### src/rtl/reset_seq_defines.vh
`ifndef RESET_SEQ_DEFINES_VH
`define RESET_SEQ_DEFINES_VH

// register map, byte address of an 8-bit register, one register per 4-byte word (address = 4 * index)
`define ADDR_W 8
`define OFF_IRQ_FLAG0 8'h00
`define OFF_IRQ_FLAG1 8'h04
`define OFF_IRQ_FLAG2 8'h08
`define OFF_IRQ_MASK0 8'h0c
`define OFF_IRQ_MASK1 8'h10
`define OFF_IRQ_MASK2 8'h14
`define OFF_EDGE_MODE_A 8'h18
`define OFF_EDGE_MODE_B 8'h1c
`define OFF_SUBCLK_SEL 8'h20
`define OFF_PSW 8'h24
`define OFF_OSC_SETTLE 8'h28
`define OFF_STATUS 8'h2c
`define OFF_PC_LO 8'h30
`define OFF_PC_HI 8'h34

// reset values
`define RST_IRQ_FLAG 8'h00
`define RST_IRQ_MASK 8'hff
`define RST_EDGE_MODE 8'h00
`define RST_SUBCLK_SEL 8'h00
`define RST_PSW 8'h02
`define RST_OSC_SETTLE 8'h04

// reset vector table entries
`define VEC_LO_ADDR 16'h0000
`define VEC_HI_ADDR 16'h0001

// settle wait after reset, as a power of two of main clock periods
`define RESET_SETTLE_LOG2 15
// external reset least low time, in ns, and in cycles at 4 ns (rounded up)
`define EXT_RESET_MIN_NS 10000
`define CLK_PERIOD_NS 4
`define EXT_RESET_MIN_CYC \
   ((`EXT_RESET_MIN_NS + `CLK_PERIOD_NS - 1) / `CLK_PERIOD_NS)

// status register bits
`define ST_STOP 0
`define ST_SETTLE 1
`define ST_RUN 2
`define ST_PINS_HIZ 3
`define ST_WDT_CAUSE 4
`define ST_EXT_CAUSE 5

`endif

### src/rtl/pin_sync.v
`timescale 1ns/1ns
module pin_sync (
   // clock and reset
   input wire mclk,
   input wire rst,
   // pin and synchronised level
   input wire pin_in,
   output wire level_out
);
   reg meta_q;
   reg sync_q;

   // first flop is read by the second only
   always @(posedge mclk or posedge rst) begin
      if (rst) begin
         meta_q <= 1'b1;
         sync_q <= 1'b1;
      end else begin
         meta_q <= pin_in;
         sync_q <= meta_q;
      end
   end

   assign level_out = sync_q;
endmodule

### src/rtl/settle_counter.v
`timescale 1ns/1ns
module settle_counter #(
   parameter WIDTH = 18
) (
   // clock and reset
   input wire mclk,
   input wire rst,
   // control
   input wire start,
   input wire [WIDTH-1:0] length,
   // status
   output reg busy,
   output reg done
);
   reg [WIDTH-1:0] cnt_q;

   always @(posedge mclk or posedge rst) begin
      if (rst) begin
         cnt_q <= {WIDTH{1'b0}};
         busy <= 1'b0;
         done <= 1'b0;
      end else begin
         done <= 1'b0;
         if (start) begin
            cnt_q <= length;
            busy <= 1'b1;
         end else if (busy) begin
            if (cnt_q <= {{(WIDTH-1){1'b0}}, 1'b1}) begin
               busy <= 1'b0;
               done <= 1'b1;
            end else begin
               cnt_q <= cnt_q - {{(WIDTH-1){1'b0}}, 1'b1};
            end
         end
      end
   end
endmodule

### src/rtl/stop_release_and_reset_sequencer.v
// What this block does
// unmasked request leaves stop; masked one stays
// enabled interrupts: vectored service after settle wait
// disabled interrupts: resume after stop instruction
// reset in stop: reset processing after settle
// pin low and watchdog overflow reset alike, except that only pin low clears subclock select
// program counter loaded from vector 0000h/0001h
// pins high impedance during reset and settle
// pin high releases, then 2^15 cycle settle
// watchdog reset self-releases, same settle wait
// external source holds pin low 10 us
// reset in stop holds stop contents, pins hiz
// only program counter undefined during reset, settle
// ram held when reset from standby
// subclock select cleared only by pin reset
// reset clears request flags, sets masks ff
// reset clears edge mode registers
// stop instruction enters stop
// stop settle length from settle select register
// pin synchronised, wait counted on main clock
// request seen without clock, restart oscillator first
`timescale 1ns/1ns
`include "reset_seq_defines.vh"
module stop_release_and_reset_sequencer #(
   parameter CNT_W = 18,
   parameter RESET_SETTLE = 32768,
   parameter EXT_MIN_CYC = `EXT_RESET_MIN_CYC
) (
   // clock and reset
   input wire mclk,
   input wire rst,
   // reset sources
   input wire ext_reset_n,
   input wire wdt_overflow,
   // cpu side
   input wire stop_exec,
   input wire [23:0] irq_raise,
   // vector fetch port
   output reg vec_rd_q,
   output reg [15:0] vec_addr_q,
   input wire [7:0] vec_data,
   // cpu control
   output reg cpu_run_q,
   output reg cpu_reset_q,
   output reg service_irq_q,
   output reg resume_next_q,
   output reg [15:0] program_counter_q,
   output reg pc_valid_q,
   // clock and pins
   output reg osc_enable_q,
   output reg pins_hiz_q,
   output reg ram_hold_q,
   // register port
   input wire [`ADDR_W-1:0] addr,
   input wire [7:0] wdata,
   input wire wr,
   input wire rd,
   output reg [7:0] rdata_q
);
   ////////////////////////////////////////////////////////////////////////
   localparam S_RESET = 7'b0000001;
   localparam S_SETTLE_RST = 7'b0000010;
   localparam S_VEC_LO = 7'b0000100;
   localparam S_VEC_HI = 7'b0001000;
   localparam S_RUN = 7'b0010000;
   localparam S_STOP = 7'b0100000;
   localparam S_SETTLE_STOP = 7'b1000000;

   reg [6:0] state_q;
   reg [7:0] irq_flag_q [0:2];
   reg [7:0] irq_mask_q [0:2];
   reg [7:0] edge_mode_a_q;
   reg [7:0] edge_mode_b_q;
   reg [7:0] subclock_select_q;
   reg [7:0] program_status_word_q;
   reg [7:0] osc_settle_time_select_q;
   reg wdt_cause_q;
   reg ext_cause_q;
   reg was_stop_q;
   reg [15:0] low_cnt_q;
   reg ext_low_q;
   reg settle_start;
   reg [CNT_W-1:0] settle_len;
   wire settle_busy;
   wire settle_done;
   wire ext_level;
   wire pend;
   integer i;

   ////////////////////////////////////////////////////////////////////////
   // pin synchroniser and settle counter
   pin_sync u_sync (
      .mclk(mclk),
      .rst(rst),
      .pin_in(ext_reset_n),
      .level_out(ext_level)
   );

   settle_counter #(.WIDTH(CNT_W)) u_settle (
      .mclk(mclk),
      .rst(rst),
      .start(settle_start),
      .length(settle_len),
      .busy(settle_busy),
      .done(settle_done)
   );

   // stop wait length in main clock periods per settle select code
   function [CNT_W-1:0] stop_len;
      input [2:0] sel;
      begin
         case (sel)
            3'd0: stop_len = 18'h01000;
            3'd2: stop_len = 18'h08000;
            3'd4: stop_len = 18'h10000;
            default: stop_len = 18'h04000;
         endcase
      end
   endfunction

   // any request whose mask bit is clear
   assign pend = |((({irq_flag_q[2], irq_flag_q[1], irq_flag_q[0]}
                   | irq_raise) &
                   ~{irq_mask_q[2], irq_mask_q[1], irq_mask_q[0]}));

   ////////////////////////////////////////////////////////////////////////
   // pin low must last the least time to count as a reset
   always @(posedge mclk or posedge rst) begin
      if (rst) begin
         low_cnt_q <= 16'h0000;
         ext_low_q <= 1'b0;
      end else if (ext_level) begin
         low_cnt_q <= 16'h0000;
         ext_low_q <= 1'b0;
      end else if (low_cnt_q < EXT_MIN_CYC[15:0] - 16'h0001) begin
         low_cnt_q <= low_cnt_q + 16'h0001;
      end else begin
         ext_low_q <= 1'b1;
      end
   end

   ////////////////////////////////////////////////////////////////////////
   // sequencer
   always @* begin
      settle_start = 1'b0;
      settle_len = RESET_SETTLE[CNT_W-1:0];
      if ((state_q == S_RESET) && !ext_low_q && !wdt_overflow) begin
         settle_start = 1'b1;
      end else if ((state_q == S_STOP) && pend) begin
         settle_start = 1'b1;
         settle_len = stop_len(osc_settle_time_select_q[2:0]);
      end
   end

   always @(posedge mclk or posedge rst) begin
      if (rst) begin
         state_q <= S_RESET;
         for (i = 0; i < 3; i = i + 1) begin
            irq_flag_q[i] <= `RST_IRQ_FLAG;
            irq_mask_q[i] <= `RST_IRQ_MASK;
         end
         edge_mode_a_q <= `RST_EDGE_MODE;
         edge_mode_b_q <= `RST_EDGE_MODE;
         subclock_select_q <= `RST_SUBCLK_SEL;
         program_status_word_q <= `RST_PSW;
         osc_settle_time_select_q <= `RST_OSC_SETTLE;
         wdt_cause_q <= 1'b0;
         ext_cause_q <= 1'b0;
         was_stop_q <= 1'b0;
         vec_rd_q <= 1'b0;
         vec_addr_q <= `VEC_LO_ADDR;
         cpu_run_q <= 1'b0;
         cpu_reset_q <= 1'b1;
         service_irq_q <= 1'b0;
         resume_next_q <= 1'b0;
         program_counter_q <= 16'h0000;
         pc_valid_q <= 1'b0;
         osc_enable_q <= 1'b1;
         pins_hiz_q <= 1'b1;
         ram_hold_q <= 1'b0;
         rdata_q <= 8'h00;
      end else begin
         vec_rd_q <= 1'b0;
         service_irq_q <= 1'b0;
         resume_next_q <= 1'b0;
         // hardware raised requests; set wins over a software write
         for (i = 0; i < 3; i = i + 1) begin
            if (wr && addr == `OFF_IRQ_FLAG0 + 8'h04 * i[7:0])
               irq_flag_q[i] <= wdata | irq_raise[8*i +: 8];
            else
               irq_flag_q[i] <= irq_flag_q[i] | irq_raise[8*i +: 8];
            if (wr && addr == `OFF_IRQ_MASK0 + 8'h04 * i[7:0])
               irq_mask_q[i] <= wdata;
         end
         if (wr && addr == `OFF_EDGE_MODE_A)
            edge_mode_a_q <= wdata;
         if (wr && addr == `OFF_EDGE_MODE_B)
            edge_mode_b_q <= wdata;
         if (wr && addr == `OFF_SUBCLK_SEL)
            subclock_select_q <= wdata;
         if (wr && addr == `OFF_PSW)
            program_status_word_q <= wdata;
         if (wr && addr == `OFF_OSC_SETTLE)
            osc_settle_time_select_q <= wdata;

         if ((ext_low_q || wdt_overflow) && state_q != S_RESET) begin
            // both sources give the same reset state, except that only pin reset clears subclock select
            state_q <= S_RESET;
            cpu_run_q <= 1'b0;
            cpu_reset_q <= 1'b1;
            pc_valid_q <= 1'b0;
            pins_hiz_q <= 1'b1;
            was_stop_q <= (state_q == S_STOP) ||
                          (state_q == S_SETTLE_STOP);
            ram_hold_q <= (state_q == S_STOP) ||
                          (state_q == S_SETTLE_STOP);
            wdt_cause_q <= wdt_overflow && !ext_low_q;
            ext_cause_q <= ext_low_q;
            if (ext_low_q)
               subclock_select_q <= `RST_SUBCLK_SEL;
            for (i = 0; i < 3; i = i + 1) begin
               irq_flag_q[i] <= `RST_IRQ_FLAG;
               irq_mask_q[i] <= `RST_IRQ_MASK;
            end
            edge_mode_a_q <= `RST_EDGE_MODE;
            edge_mode_b_q <= `RST_EDGE_MODE;
            program_status_word_q <= `RST_PSW;
            osc_settle_time_select_q <= `RST_OSC_SETTLE;
         end else begin
            case (state_q)
               S_RESET: begin
                  // stop contents held while reset stands, oscillator off only if reset came in stop or stop settle
                  osc_enable_q <= !was_stop_q;
                  if (settle_start) begin
                     osc_enable_q <= 1'b1;
                     state_q <= S_SETTLE_RST;
                  end
               end
               S_SETTLE_RST: begin
                  if (settle_done) begin
                     state_q <= S_VEC_LO;
                     vec_rd_q <= 1'b1;
                     vec_addr_q <= `VEC_LO_ADDR;
                  end
               end
               S_VEC_LO: begin
                  program_counter_q[7:0] <= vec_data;
                  vec_rd_q <= 1'b1;
                  vec_addr_q <= `VEC_HI_ADDR;
                  state_q <= S_VEC_HI;
               end
               S_VEC_HI: begin
                  program_counter_q[15:8] <= vec_data;
                  pc_valid_q <= 1'b1;
                  cpu_reset_q <= 1'b0;
                  cpu_run_q <= 1'b1;
                  pins_hiz_q <= 1'b0;
                  ram_hold_q <= 1'b0;
                  was_stop_q <= 1'b0;
                  state_q <= S_RUN;
               end
               S_RUN: begin
                  if (stop_exec) begin
                     cpu_run_q <= 1'b0;
                     osc_enable_q <= 1'b0;
                     state_q <= S_STOP;
                  end
               end
               S_STOP: begin
                  // request logic is combinational, needs no clock
                  if (settle_start) begin
                     osc_enable_q <= 1'b1;
                     state_q <= S_SETTLE_STOP;
                  end
               end
               S_SETTLE_STOP: begin
                  if (settle_done) begin
                     cpu_run_q <= 1'b1;
                     state_q <= S_RUN;
                     if (program_status_word_q[7])
                        service_irq_q <= 1'b1;
                     else
                        resume_next_q <= 1'b1;
                  end
               end
               default: state_q <= S_RESET;
            endcase
         end

         // read data, one cycle after the strobe
         rdata_q <= 8'h00;
         if (rd) begin
            case (addr)
               `OFF_IRQ_FLAG0: rdata_q <= irq_flag_q[0];
               `OFF_IRQ_FLAG1: rdata_q <= irq_flag_q[1];
               `OFF_IRQ_FLAG2: rdata_q <= irq_flag_q[2];
               `OFF_IRQ_MASK0: rdata_q <= irq_mask_q[0];
               `OFF_IRQ_MASK1: rdata_q <= irq_mask_q[1];
               `OFF_IRQ_MASK2: rdata_q <= irq_mask_q[2];
               `OFF_EDGE_MODE_A: rdata_q <= edge_mode_a_q;
               `OFF_EDGE_MODE_B: rdata_q <= edge_mode_b_q;
               `OFF_SUBCLK_SEL: rdata_q <= subclock_select_q;
               `OFF_PSW: rdata_q <= program_status_word_q;
               `OFF_OSC_SETTLE: rdata_q <= osc_settle_time_select_q;
               `OFF_STATUS: rdata_q <= {2'b00, ext_cause_q, wdt_cause_q,
                                        pins_hiz_q, cpu_run_q,
                                        settle_busy, state_q == S_STOP};
               `OFF_PC_LO: rdata_q <= program_counter_q[7:0];
               `OFF_PC_HI: rdata_q <= program_counter_q[15:8];
               default: rdata_q <= 8'h00;
            endcase
         end
      end
   end
endmodule

### config.mk
export PLATFORM = sky130hd
export DESIGN_NAME = stop_release_and_reset_sequencer
export DESIGN_NICKNAME = d
export VERILOG_FILES = /design/src/rtl/pin_sync.v /design/src/rtl/settle_counter.v /design/src/rtl/stop_release_and_reset_sequencer.v
export VERILOG_INCLUDE_DIRS = /design/src /design/src/rtl
export SDC_FILE = /design/constraint.sdc
export NUM_CORES = 1
export LEC_CHECK = 0
export ABC_CLOCK_PERIOD_IN_PS = 4800
export BUFFER_PORTS_ARGS = -buffer_cell sky130_fd_sc_hd__buf_4
export CAP_MARGIN = 20
export CORE_ASPECT_RATIO = 1.75
export CORE_MARGIN = 2
export CORE_UTILIZATION = 40
export DETAILED_ROUTE_END_ITERATION = 8
export PLACE_DENSITY = 0.66
export SYNTH_ARGS = -nofsm -noshare
export SYNTH_HDL_FRONTEND = slang
export SYNTH_HIERARCHICAL = 1
export SYNTH_SLANG_ARGS = --single-unit
### constraint.sdc
create_clock -name mclk -period 4.8 [get_ports mclk]
set_input_delay 0.96 -clock mclk [delete_from_list [all_inputs] [get_ports mclk]]
set_output_delay 0.96 -clock mclk [all_outputs]
set_load 0.02 [all_outputs]
* Yosys cells after proc, flatten, opt, wreduce, memory -nomap -nowiden
Cells that the tools add are included.
** Word-level totals
- Flip-flop bits (word level) :: 184
- Bits of input ports :: 55
- Logic and storage cells :: 195
** Operators by class
- Add/sub/neg operators :: 2
- Order comparisons :: 2
- Equal/unequal tests :: 33
- Multiplexer cells :: 71
- Bitwise logic cells :: 10
- Reductions and logical operators :: 44
** Operators by type and width (number)
- $mux W8 :: 18
- $pmux W8 S14 :: 1
- $mux W18 :: 3
- $pmux W17 S3 :: 1
- $pmux W7 S7 :: 1
- $eq A8 B6 Y1 const B :: 6
- $mux W16 :: 3
- $mux W24 :: 2
- $or A8 B8 Y8 :: 6
- $mux W7 :: 6
- $mux W17 :: 2
- $eq A8 B5 Y1 const B :: 4
- $pmux W16 S2 :: 1
- $mux W1 :: 30
- $and A24 B24 Y24 :: 1
- $not A24 Y24 :: 1
- $or A24 B24 Y24 :: 1
- $reduce_or A24 Y1 :: 1
- $reduce_bool A2 Y1 :: 11
- $le A18 B1 Y1 const B :: 1
- $sub A18 B1 Y18 const B :: 1
- $add A16 B1 Y16 const B :: 1
- $eq A8 B4 Y1 const B :: 2
- $logic_and A1 B1 Y1 :: 16
- 29 further kinds :: 42

* Longest topological paths before layout
Gate-level depths: netlist of the first run.
- Word-level depth :: 9
- Mapped depth :: 9
- Gate-level depth less buffers :: 8

* By module
The synthesis of the first run kept the hierarchy.
** Modules (own cells, without submodules)
- stop_release_and_reset_sequencer :: times used 1, cells each 846, area an instance 7877.6 um2, sequential area each 3714.8 um2
- settle_counter :: times used 1, cells each 131, area an instance 1198.6 um2, sequential area each 500.5 um2
- pin_sync :: times used 1, cells each 3, area an instance 56.3 um2, sequential area each 52.6 um2

* Worst setup path after synthesis of the first run
No wires, ideal clock.
- Kind :: input -> register
- Start :: in irq_raise[9]
- End :: reg u_settle.cnt_q[3]
- Arrival :: 2.479 ns
- Data required time :: 4.705 ns
- Slack :: 2.225 ns
- Cell stages on the path :: 8
- Path buffers :: 2
- Path through :: o21bai_1 -> nand4_1 -> nor4_1 -> nand2_1 -> a21o_1 -> buf_4 -> clkbuf_1 -> o31ai_1
** On the way
- Longest elaborated chain between the ends :: 8
- Elaborated cells on any way between the ends :: 12
- Classes of those cells :: eq/ne (1); mux (5); bitwise (2); reduce/logical (4)
** Ends and longest elaborated chain
- start: declaration :: line stop_release_and_reset_sequencer.v:37 : input wire [23:0] irq_raise,
- $or A24 B24 Y24 * :: line stop_release_and_reset_sequencer.v:123 : | irq_raise) &
- $and A24 B24 Y24 * :: line stop_release_and_reset_sequencer.v:123
- $reduce_or A24 Y1 * :: line stop_release_and_reset_sequencer.v:122 : assign pend = |((({irq_flag_q[2], irq_flag_q[1], irq_flag_q[0]}
- $logic_and A1 B1 Y1 * :: line stop_release_and_reset_sequencer.v:149 : end else if ((state_q == S_STOP) && pend) begin
- $mux W1 * :: line stop_release_and_reset_sequencer.v:149
- $mux W1 * :: line stop_release_and_reset_sequencer.v:147 : if ((state_q == S_RESET) && !ext_low_q && !wdt_overflow) begin
- net settle_start :: line stop_release_and_reset_sequencer.v:82 : reg settle_start;
- $ne A2 B2 Y1 (no source line) or $reduce_bool A2 Y1 (tied branches)
- $reduce_and A2 Y1 (no source line)
- end signal: assignment :: line settle_counter.v:19 : cnt_q <= {WIDTH{1'b0}};
- end signal: assignment :: line settle_counter.v:25 : cnt_q <= length;
- end signal: assignment :: line settle_counter.v:32 : cnt_q <= cnt_q - {{(WIDTH-1){1'b0}}, 1'b1};
- end: declaration :: line settle_counter.v:15 : reg [WIDTH-1:0] cnt_q;
Mark *: on every way through the listed nets, which the timed path passes. The rest lies on a longest branch.
A chain may end at the register's enable or synchronous reset.

* Final worst setup path of the first run
- Start :: reg state_q[6]
- End :: reg u_settle.cnt_q[11]
** On the way
- Longest elaborated chain between the ends :: 6
- Elaborated cells on any way between the ends :: 13
- Classes of those cells :: eq/ne (3); mux (5); reduce/logical (5)
** Ends and longest elaborated chain
- start: declaration :: line stop_release_and_reset_sequencer.v:69 : reg [6:0] state_q;
- start signal: assignment :: line stop_release_and_reset_sequencer.v:157 : state_q <= S_RESET;
- start signal: assignment :: line stop_release_and_reset_sequencer.v:208 : state_q <= S_RESET;
- start signal: assignment :: line stop_release_and_reset_sequencer.v:236 : state_q <= S_SETTLE_RST;
- $eq A7 B6 Y1 or $eq A7 B1 Y1 (tied branches) :: line stop_release_and_reset_sequencer.v:149, stop_release_and_reset_sequencer.v:147
- $logic_and A1 B1 Y1 (on tied branches) :: line stop_release_and_reset_sequencer.v:149, stop_release_and_reset_sequencer.v:147
- $mux W1 or $logic_and A1 B1 Y1 (tied branches) :: line stop_release_and_reset_sequencer.v:149, stop_release_and_reset_sequencer.v:147
- $mux W1 * :: line stop_release_and_reset_sequencer.v:147
- net settle_start :: line stop_release_and_reset_sequencer.v:82
- $ne A2 B2 Y1 (no source line) or $reduce_bool A2 Y1 (tied branches)
- $reduce_and A2 Y1 (no source line)
Marked as above.

==> results of run 1 <==
## kinds of logic (layout without fill, tap and decap cells)
logic type | after synthesis | in the layout | share of synthesized area [%]
simple gates | 401 | 401 | 22.4
compound gates | 209 | 209 | 15.2
flops | 169 | 169 | 46.7
buf+inv | 109 | 170 | 5.53
mux | 75 | 75 | 8.45
xor+xnor | 13 | 13 | 1.25
fa+ha+maj | 3 | 3 | 0.411
other cells | 1 | 29 | 0.0411
## path summary, 6_finish.rpt
check / cells after the start / endpoint / slack (ns)
max reg2reg: 5 / u_settle/cnt_q[11] / 1.80
max: 5 / u_settle/cnt_q[11] / 1.80
min reg2reg: 0 / u_sync/level_out / 0.36
min in group asynchronous: 2 / u_sync/meta_q / 0.59
min: 0 / u_sync/level_out / 0.36
max in group asynchronous: 3 / state_q[0] / 3.11
## Yosys cell counts, types with 6 or more instances
library cell  count
a31oi_1          26
dfstp_2          31
o21bai_1         24
buf_2            15
mux2i_1          58
or4_1            11
nor4_1           10
a22o_1            7
dfrtp_1         138
clkbuf_1         36
xor2_1           10
o31ai_1          10
nand4_1          21
nor2b_1          10
mux2_2           17
o22ai_1           8
and3_1            8
nand3_1          51
buf_4            18
o21ai_0          32
a21oi_1          41
nor3_1            9
a22oi_1          24
inv_1            35
nand2b_1          7
nor2_1           78
nor3b_1           6
nand2_1         151
## per-layer routing
layer  vias up  global-route usage [%]  share of wire (%)
li1       3617                       -                  -
met1      3974                    27.6                 37
met2       372                    43.2                 51
met3       111                    3.68                4.9
met4         0                    16.7                7.2
met5         -                       0                  0
## flip-flops by register name, summed over array words and instances (netlist names), 16 cells and up
register / cells
irq_flag_q: 24
irq_mask_q: 24
u_settle/cnt_q: 18
low_cnt_q: 16
program_counter_q: 16
## placed cells by master, fill, tap and decap left out, types with 21 or more instances in the layout
master,count
o21bai_1,24
buf_4,101
inv_1,34
a21oi_1,40
dfrtp_1,138
o21ai_0,32
conb_1,29
a22oi_1,24
nand4_1,21
nor2_1,78
a31oi_1,26
mux2i_1,58
nand3_1,51
nand2_1,151
dfstp_2,31
## through the flow
step	instance area, µm²	utilization, %	instances	setup WS (ns)
after floorplan	9240	-	1008	2.02
after global placement	10000	44.5	1337	1.52
after detailed placement	10000	44.5	1337	1.50
after CTS	10600	47.1	1369	1.83
after global routing	10600	47.1	1369	1.50
final	10600	47.1	1369	1.80
## layout make-up
cell class              instances  area, µm²  area share (%)
multi-input cells             730       4480            42.1
flip-flops and latches        169       4270            40.1
repair buffers                102        778            7.32
clock buffers                  19        443            4.16
well taps                     300        375            3.53
clock inverters                13        158            1.48
inverters                      36        139            1.31
## worst max-delay path: cells and delay by family (launching register included)
kind	cells	cell delay, ns
flops	1	0.53
compound gates	1	0.77
mux	1	0.42
simple gates	3	1.15
## where the power goes
group	internal [mW]	total [mW]	leakage [nW]	switching, mW
clock network	0.797	1.43	0.285	0.632
registers	1.62	1.86	2.13	0.247
logic	0.331	0.867	2.70	0.536
total	2.74	4.16	5.11	1.41
==> flow_summary_export.csv, run 1 <==
group,metric,value,unit
worst_setup_path,crit_path_start,"state_q[6]",
clock_network,cts_resized,0,
sta,tightest_slew,0.986,ns
sta,hold_viol_final,0,
global_routing,grt_pass1_wl,45500,µm
logic_synthesis,synth.avg_cell_area,9.32,µm²
worst_setup_path,worstPathMaxFanout,36,
logic_synthesis,synthTopCellsByArea,"dfrtp_1 38%, dfstp_2 8.9%, mux2i_1 6.4%",
worst_setup_path,cp.required,5.12,ns
logic_synthesis,synth_area_leader_cell,"dfrtp_1",
sta,finalCritPeriodShare,62.5,%
worst_setup_path,slowest_stage,"a21o_1",
worst_hold_path,min_from,"u_sync/meta_q",
logic_synthesis,synthFlopType,"dfrtp_1",
global_routing,grt_pass1_vias,7900,
run,drv_cap,0,
global_routing,grt_max_degree,77,
global_routing,grt_use_total,24.7,%
finish,syn_to_final_growth,16.5,%
finish,n_antenna_cell,0,
route,drc_errors,0,
sta,drv_slew,0,
clock_network,clk_path_buf_depth,2,
route,drt_iter0_markers,755,
power,ir_drop,0.000268,V
sta,hold_slack,0.357,ns
logic_synthesis,yosys.cell_types.count,74,
worst_setup_path,critPathMaxStageDelay,0.77,ns
logic_synthesis,async_flop_share,100,%
power,p_total,4.16,mW
route,vias_per_cell,5.90,
floorplanning,rows,73,
worst_setup_path,arrival,3.32,ns
floorplanning,die_h,204,µm
place,io_buffers,88,
logic_synthesis,synth_area,0.00913,mm²
worst_setup_path,crit_chain,"nor3_1 > nand2_1 > nor2_1 > a21o_1 > mux2_2",
route,ant_nets,0,
clock_network,root_buffer,"clkbuf_16",
floorplanning,ios,104,
clock_network,tritoncts,"built",
sta,relSlewSlack,34.3,%
clock_network,postCtsSetupBuffers,0,
route,vias,8074,
logic_synthesis,synth_edf_count,0,
power,leakagePower,5.11,nW
place,place.gp.congestion,1.05,
worst_setup_path,end_kind,"flop",
sta,skew,0.00998,ns
finish,nNetsFinal,1114,
logic_synthesis,synth-seq-cells,169,
sta,setup_viol,0,
worst_setup_path,path_class,"flop to flop",
floorplanning,coreArea,0.0226,mm²
finish,drive_gt1_share,19.3,%
clock_network,cts_buffers,17,
global_routing,grt-ovfl-total,0,
run_status,status,"completed",
route,wl_per_cell,21.5,µm
clock_network,clk_pin_slew,0.07,ns
logic_synthesis,syn-instance-count,980,
logic_synthesis,ys_warn_count,6,
sta,setup_tns,0,ns
floorplanning,dieWidth,118,µm
global_routing,antenna_found_initial,0,
sta,post-route-min-period,3.00,ns
finish,fill_cells,2194,
worst_setup_path,regToRegStartpoint,"state_q[6]",
floorplanning,initial_core_util,40.5,%
sta,fmax,334,MHz
clock_network,ctsHoldBuffers,0,
clock_network,clock_latency,0.44,ns
logic_synthesis,yosysTopAreaCellShare,37.8,%
route,drt-pass1-iter-count,6,
power,p_per_area,391,mW/mm²
clock_network,cts.sinks,169,
worst_setup_path,cp-start-kind,"flop",
clock_network,h-tree-depth,4,
floorplanning,dieArea,0.0241,mm²
route,wl,29400,µm
place,dpl.hpwl,21300,µm
sta,rsz0062_at_grt,"false",
logic_synthesis,yosysSeqAreaShare,46.7,%
worst_hold_path,hp-class,"flop to flop",
Power figures use the tool's default switching activity.
==> run 2, diff against run 1 <==
- ABC_AREA: not set -> 1
- ABC_CLOCK_PERIOD_IN_PS: 4800 -> 3000
- PLACE_DENSITY: 0.66 -> 0.64
- clock period: 4.8 -> 3 ns (I/O delays scaled with it)
==> run 2 against run 1 <==
- synthesized area rose by 4.6%
- routed wire length rose by 1.8%
- non-clock buffer count rose by 3
- via count rose by 5.4%
- register-to-register slack got worse by 1.1 ns
- final cell count rose by 18%
- worst setup slack got worse by 1.1 ns
- design area rose by 3.8%
- die area rose by 4.5%
==> flow_summary_export.csv, run 2 <==
group,metric,value,unit
route,vias_per_cell,5.26,
logic_synthesis,yosys.cell_types.count,49,
clock_network,postCtsSetupBuffers,0,
place,dpl.hpwl,23000,µm
logic_synthesis,synthMuxAreaShare,0,%
worst_setup_path,end_kind,"flop",
worst_setup_path,regToRegStartpoint,"irq_flag_q[5]",
clock_network,clk_path_buf_depth,2,
finish,n_antenna_cell,0,
worst_setup_path,path_class,"flop to flop",
worst_setup_path,crit_chain,"nor2_1 > nor2_1 > nor2_1 > nand2_1 > nor2_1 > nand3_1 > nand2_1 > nand2_1 > inv_1 > buf_4 > nand2_1 > o21ai_0 > nand2_1 > o21ai_2",
worst_setup_path,ff2ff_setup_slack,0.70,ns
place,place.gp.congestion,0.946,
global_routing,grt-ovfl-total,0,
logic_synthesis,synth-seq-cells,169,
logic_synthesis,synth.avg_cell_area,7.93,µm²
worst_setup_path,worstPathMaxFanout,13,
clock_network,h-tree-depth,4,
route,wl,29900,µm
logic_synthesis,async_flop_share,100,%
logic_synthesis,synth_area,0.00956,mm²
floorplanning,coreArea,0.0234,mm²
finish,syn_to_final_growth,15.5,%
global_routing,grt_max_degree,51,
clock_network,ctsHoldBuffers,0,
clock_network,clock_latency,0.45,ns
global_routing,grt_pass1_wl,46800,µm
clock_network,cts.sinks,169,
logic_synthesis,synth-xor-area-share,0.642,%
worst_setup_path,cpLargestDelayFamily,"simple AND/OR/NAND/NOR gates",
logic_synthesis,synth_area_leader_cell,"dfrtp_1",
finish,finalNonFillerCells,1619,
clock_network,clk_pin_slew,0.07,ns
route,drt-pass1-iter-count,5,
sta,rsz0062_at_grt,"false",
route,vias,8514,
sta,hold_viol_final,0,
sta,fmax,435,MHz
logic_synthesis,synth_top_family_by_area,"simple AND/OR/NAND/NOR gates",
finish,top_regs,"irq_flag_q (24), irq_mask_q (24), u_settle/cnt_q (18)",
finish,drive_gt1_share,21.5,%
clock_network,tritoncts,"built",
global_routing,grt_use_total,24.6,%
finish,fin_util,47.1,%
logic_synthesis,synthTopCellsByArea,"dfrtp_1 36%, nand2_1 9.8%, dfstp_2 8.5%",
finish,final_common_cell,"nand2_1",
worst_setup_path,cp.required,3.38,ns
worst_setup_path,critPathMaxStageDelay,0.39,ns
worst_setup_path,crit_buf_inv,2,
floorplanning,dieWidth,121,µm
floorplanning,ios,104,
route,drt_iter0_markers,694,
worst_setup_path,crit_path_start,"irq_flag_q[5]",
logic_synthesis,yosysSeqAreaShare,44.7,%
power,p_per_area,818,mW/mm²
logic_synthesis,post-synth-top-count-cell,"nand2_1",
logic_synthesis,yosysTopAreaCellShare,36.1,%
sta,tightest_slew,0.842,ns
finish,layout_common_cells,"249 x nand2_1, 162 x nor2_1, 138 x dfrtp_1",
power,leakagePower,5.29,nW
sta,relSlewSlack,43.8,%
sta,setup_tns,0,ns
worst_setup_path,cp-start-kind,"flop",
floorplanning,initial_core_util,40.8,%
worst_setup_path,slowest_stage,"dfrtp_1",
place,io_buffers,88,
floorplanning,rows,74,
worst_setup_path,arrival,2.67,ns
sta,skew,0.00902,ns
global_routing,grt_pass1_vias,8584,
route,wl_per_cell,18.5,µm
logic_synthesis,syn-instance-count,1205,
clock_network,cts_buffers,17,
finish,postLayoutCellArea,0.0110,mm²
run_status,status,"completed",
logic_synthesis,ys_warn_count,6,
worst_hold_path,hp-class,"primary input to async pin",
run,drv_cap,0,
logic_synthesis,synth_compound_area_share,14.2,%
power,ir_drop,0.000433,V
power,p_total,9.03,mW
logic_synthesis,synthAdderAreaFrac,0.393,%
floorplanning,die_h,208,µm
worst_setup_path,crit_top_cell,"nand2_1",
place,dp_cells,1587,
place,placed_area,0.0105,mm²
route,drc_errors,0,
logic_synthesis,synthFlopType,"dfrtp_1",
route,ant_nets,0,
global_routing,antenna_found_initial,0,
logic_synthesis,yosys.area_share.simple,30.4,%
sta,finalCritPeriodShare,76.6,%
sta,post-route-min-period,2.30,ns
sta,drv_slew,0,
clock_network,cts_resized,0,
finish,fill_cells,2420,
finish,nNetsFinal,1360,
logic_synthesis,synth_edf_count,0,
clock_network,root_buffer,"clkbuf_16",
sta,setup_viol,0,
floorplanning,dieArea,0.0252,mm²
logic_synthesis,synth_commonest_cells,"249 x nand2_1, 162 x nor2_1, 138 x dfrtp_1",
-- run 2: worst reg2reg max path, delay by kind of cell (launching register included) --
family	cells	cell delay [ns]
AO/OA/AOI/OAI	2	0.21
buffers and inverters	2	0.34
flip-flops	1	0.39
AND/OR/NAND/NOR	10	1.29
-- run 2: through the flow --
step	setup slack (ns)	hold slack (ns)
floorplan	0.577	0.345
global placement	0.449	0.347
detailed placement	0.405	0.349
CTS	0.736	0.197
global route	0.531	0.216
finish	0.703	0.202
-- run 2: cell families after synthesis --
logic type,count (synthesis)
AOI/OAI and AO/OA,209
xor gates and xnor gates,7
adders and majority gates,3
buffers and inverters,195
DFF,169
other,1
and+or+nand+nor,621
-- run 2: final timing paths --
check / cells after the start / end
min in group mclk: 1 / u_sync/meta_q
max in group asynchronous: 3 / irq_mask_q[13]
min reg2reg: 0 / u_sync/level_out
max: 14 / u_settle/cnt_q[5]
min: 2 / u_sync/meta_q
max reg2reg: 14 / u_settle/cnt_q[5]
-- run 2: metal layers --
layer  wire length [µm]  track usage (%)
met2              16100             44.1
met5                  0                0
met1              10500             25.5
met3               1170             4.33
met4               2190             16.7
-- run 2: power by group --
part           leakage [nW]  internal [mW]  switching (mW)
clock network         0.276           1.19           0.984
logic                  2.90           1.09            2.14
registers              2.11           3.07           0.559
total                  5.29           5.35            3.69
-- run 2: layout make-up --
cell class	count	area (µm²)	area share, %
clock inverters	13	120	1.09
well taps	304	380	3.45
clock buffers	19	453	4.10
flip-flops and latches	169	4270	38.7
repair buffers	105	813	7.37
multi-input cells	869	4470	40.5
inverters	140	536	4.85
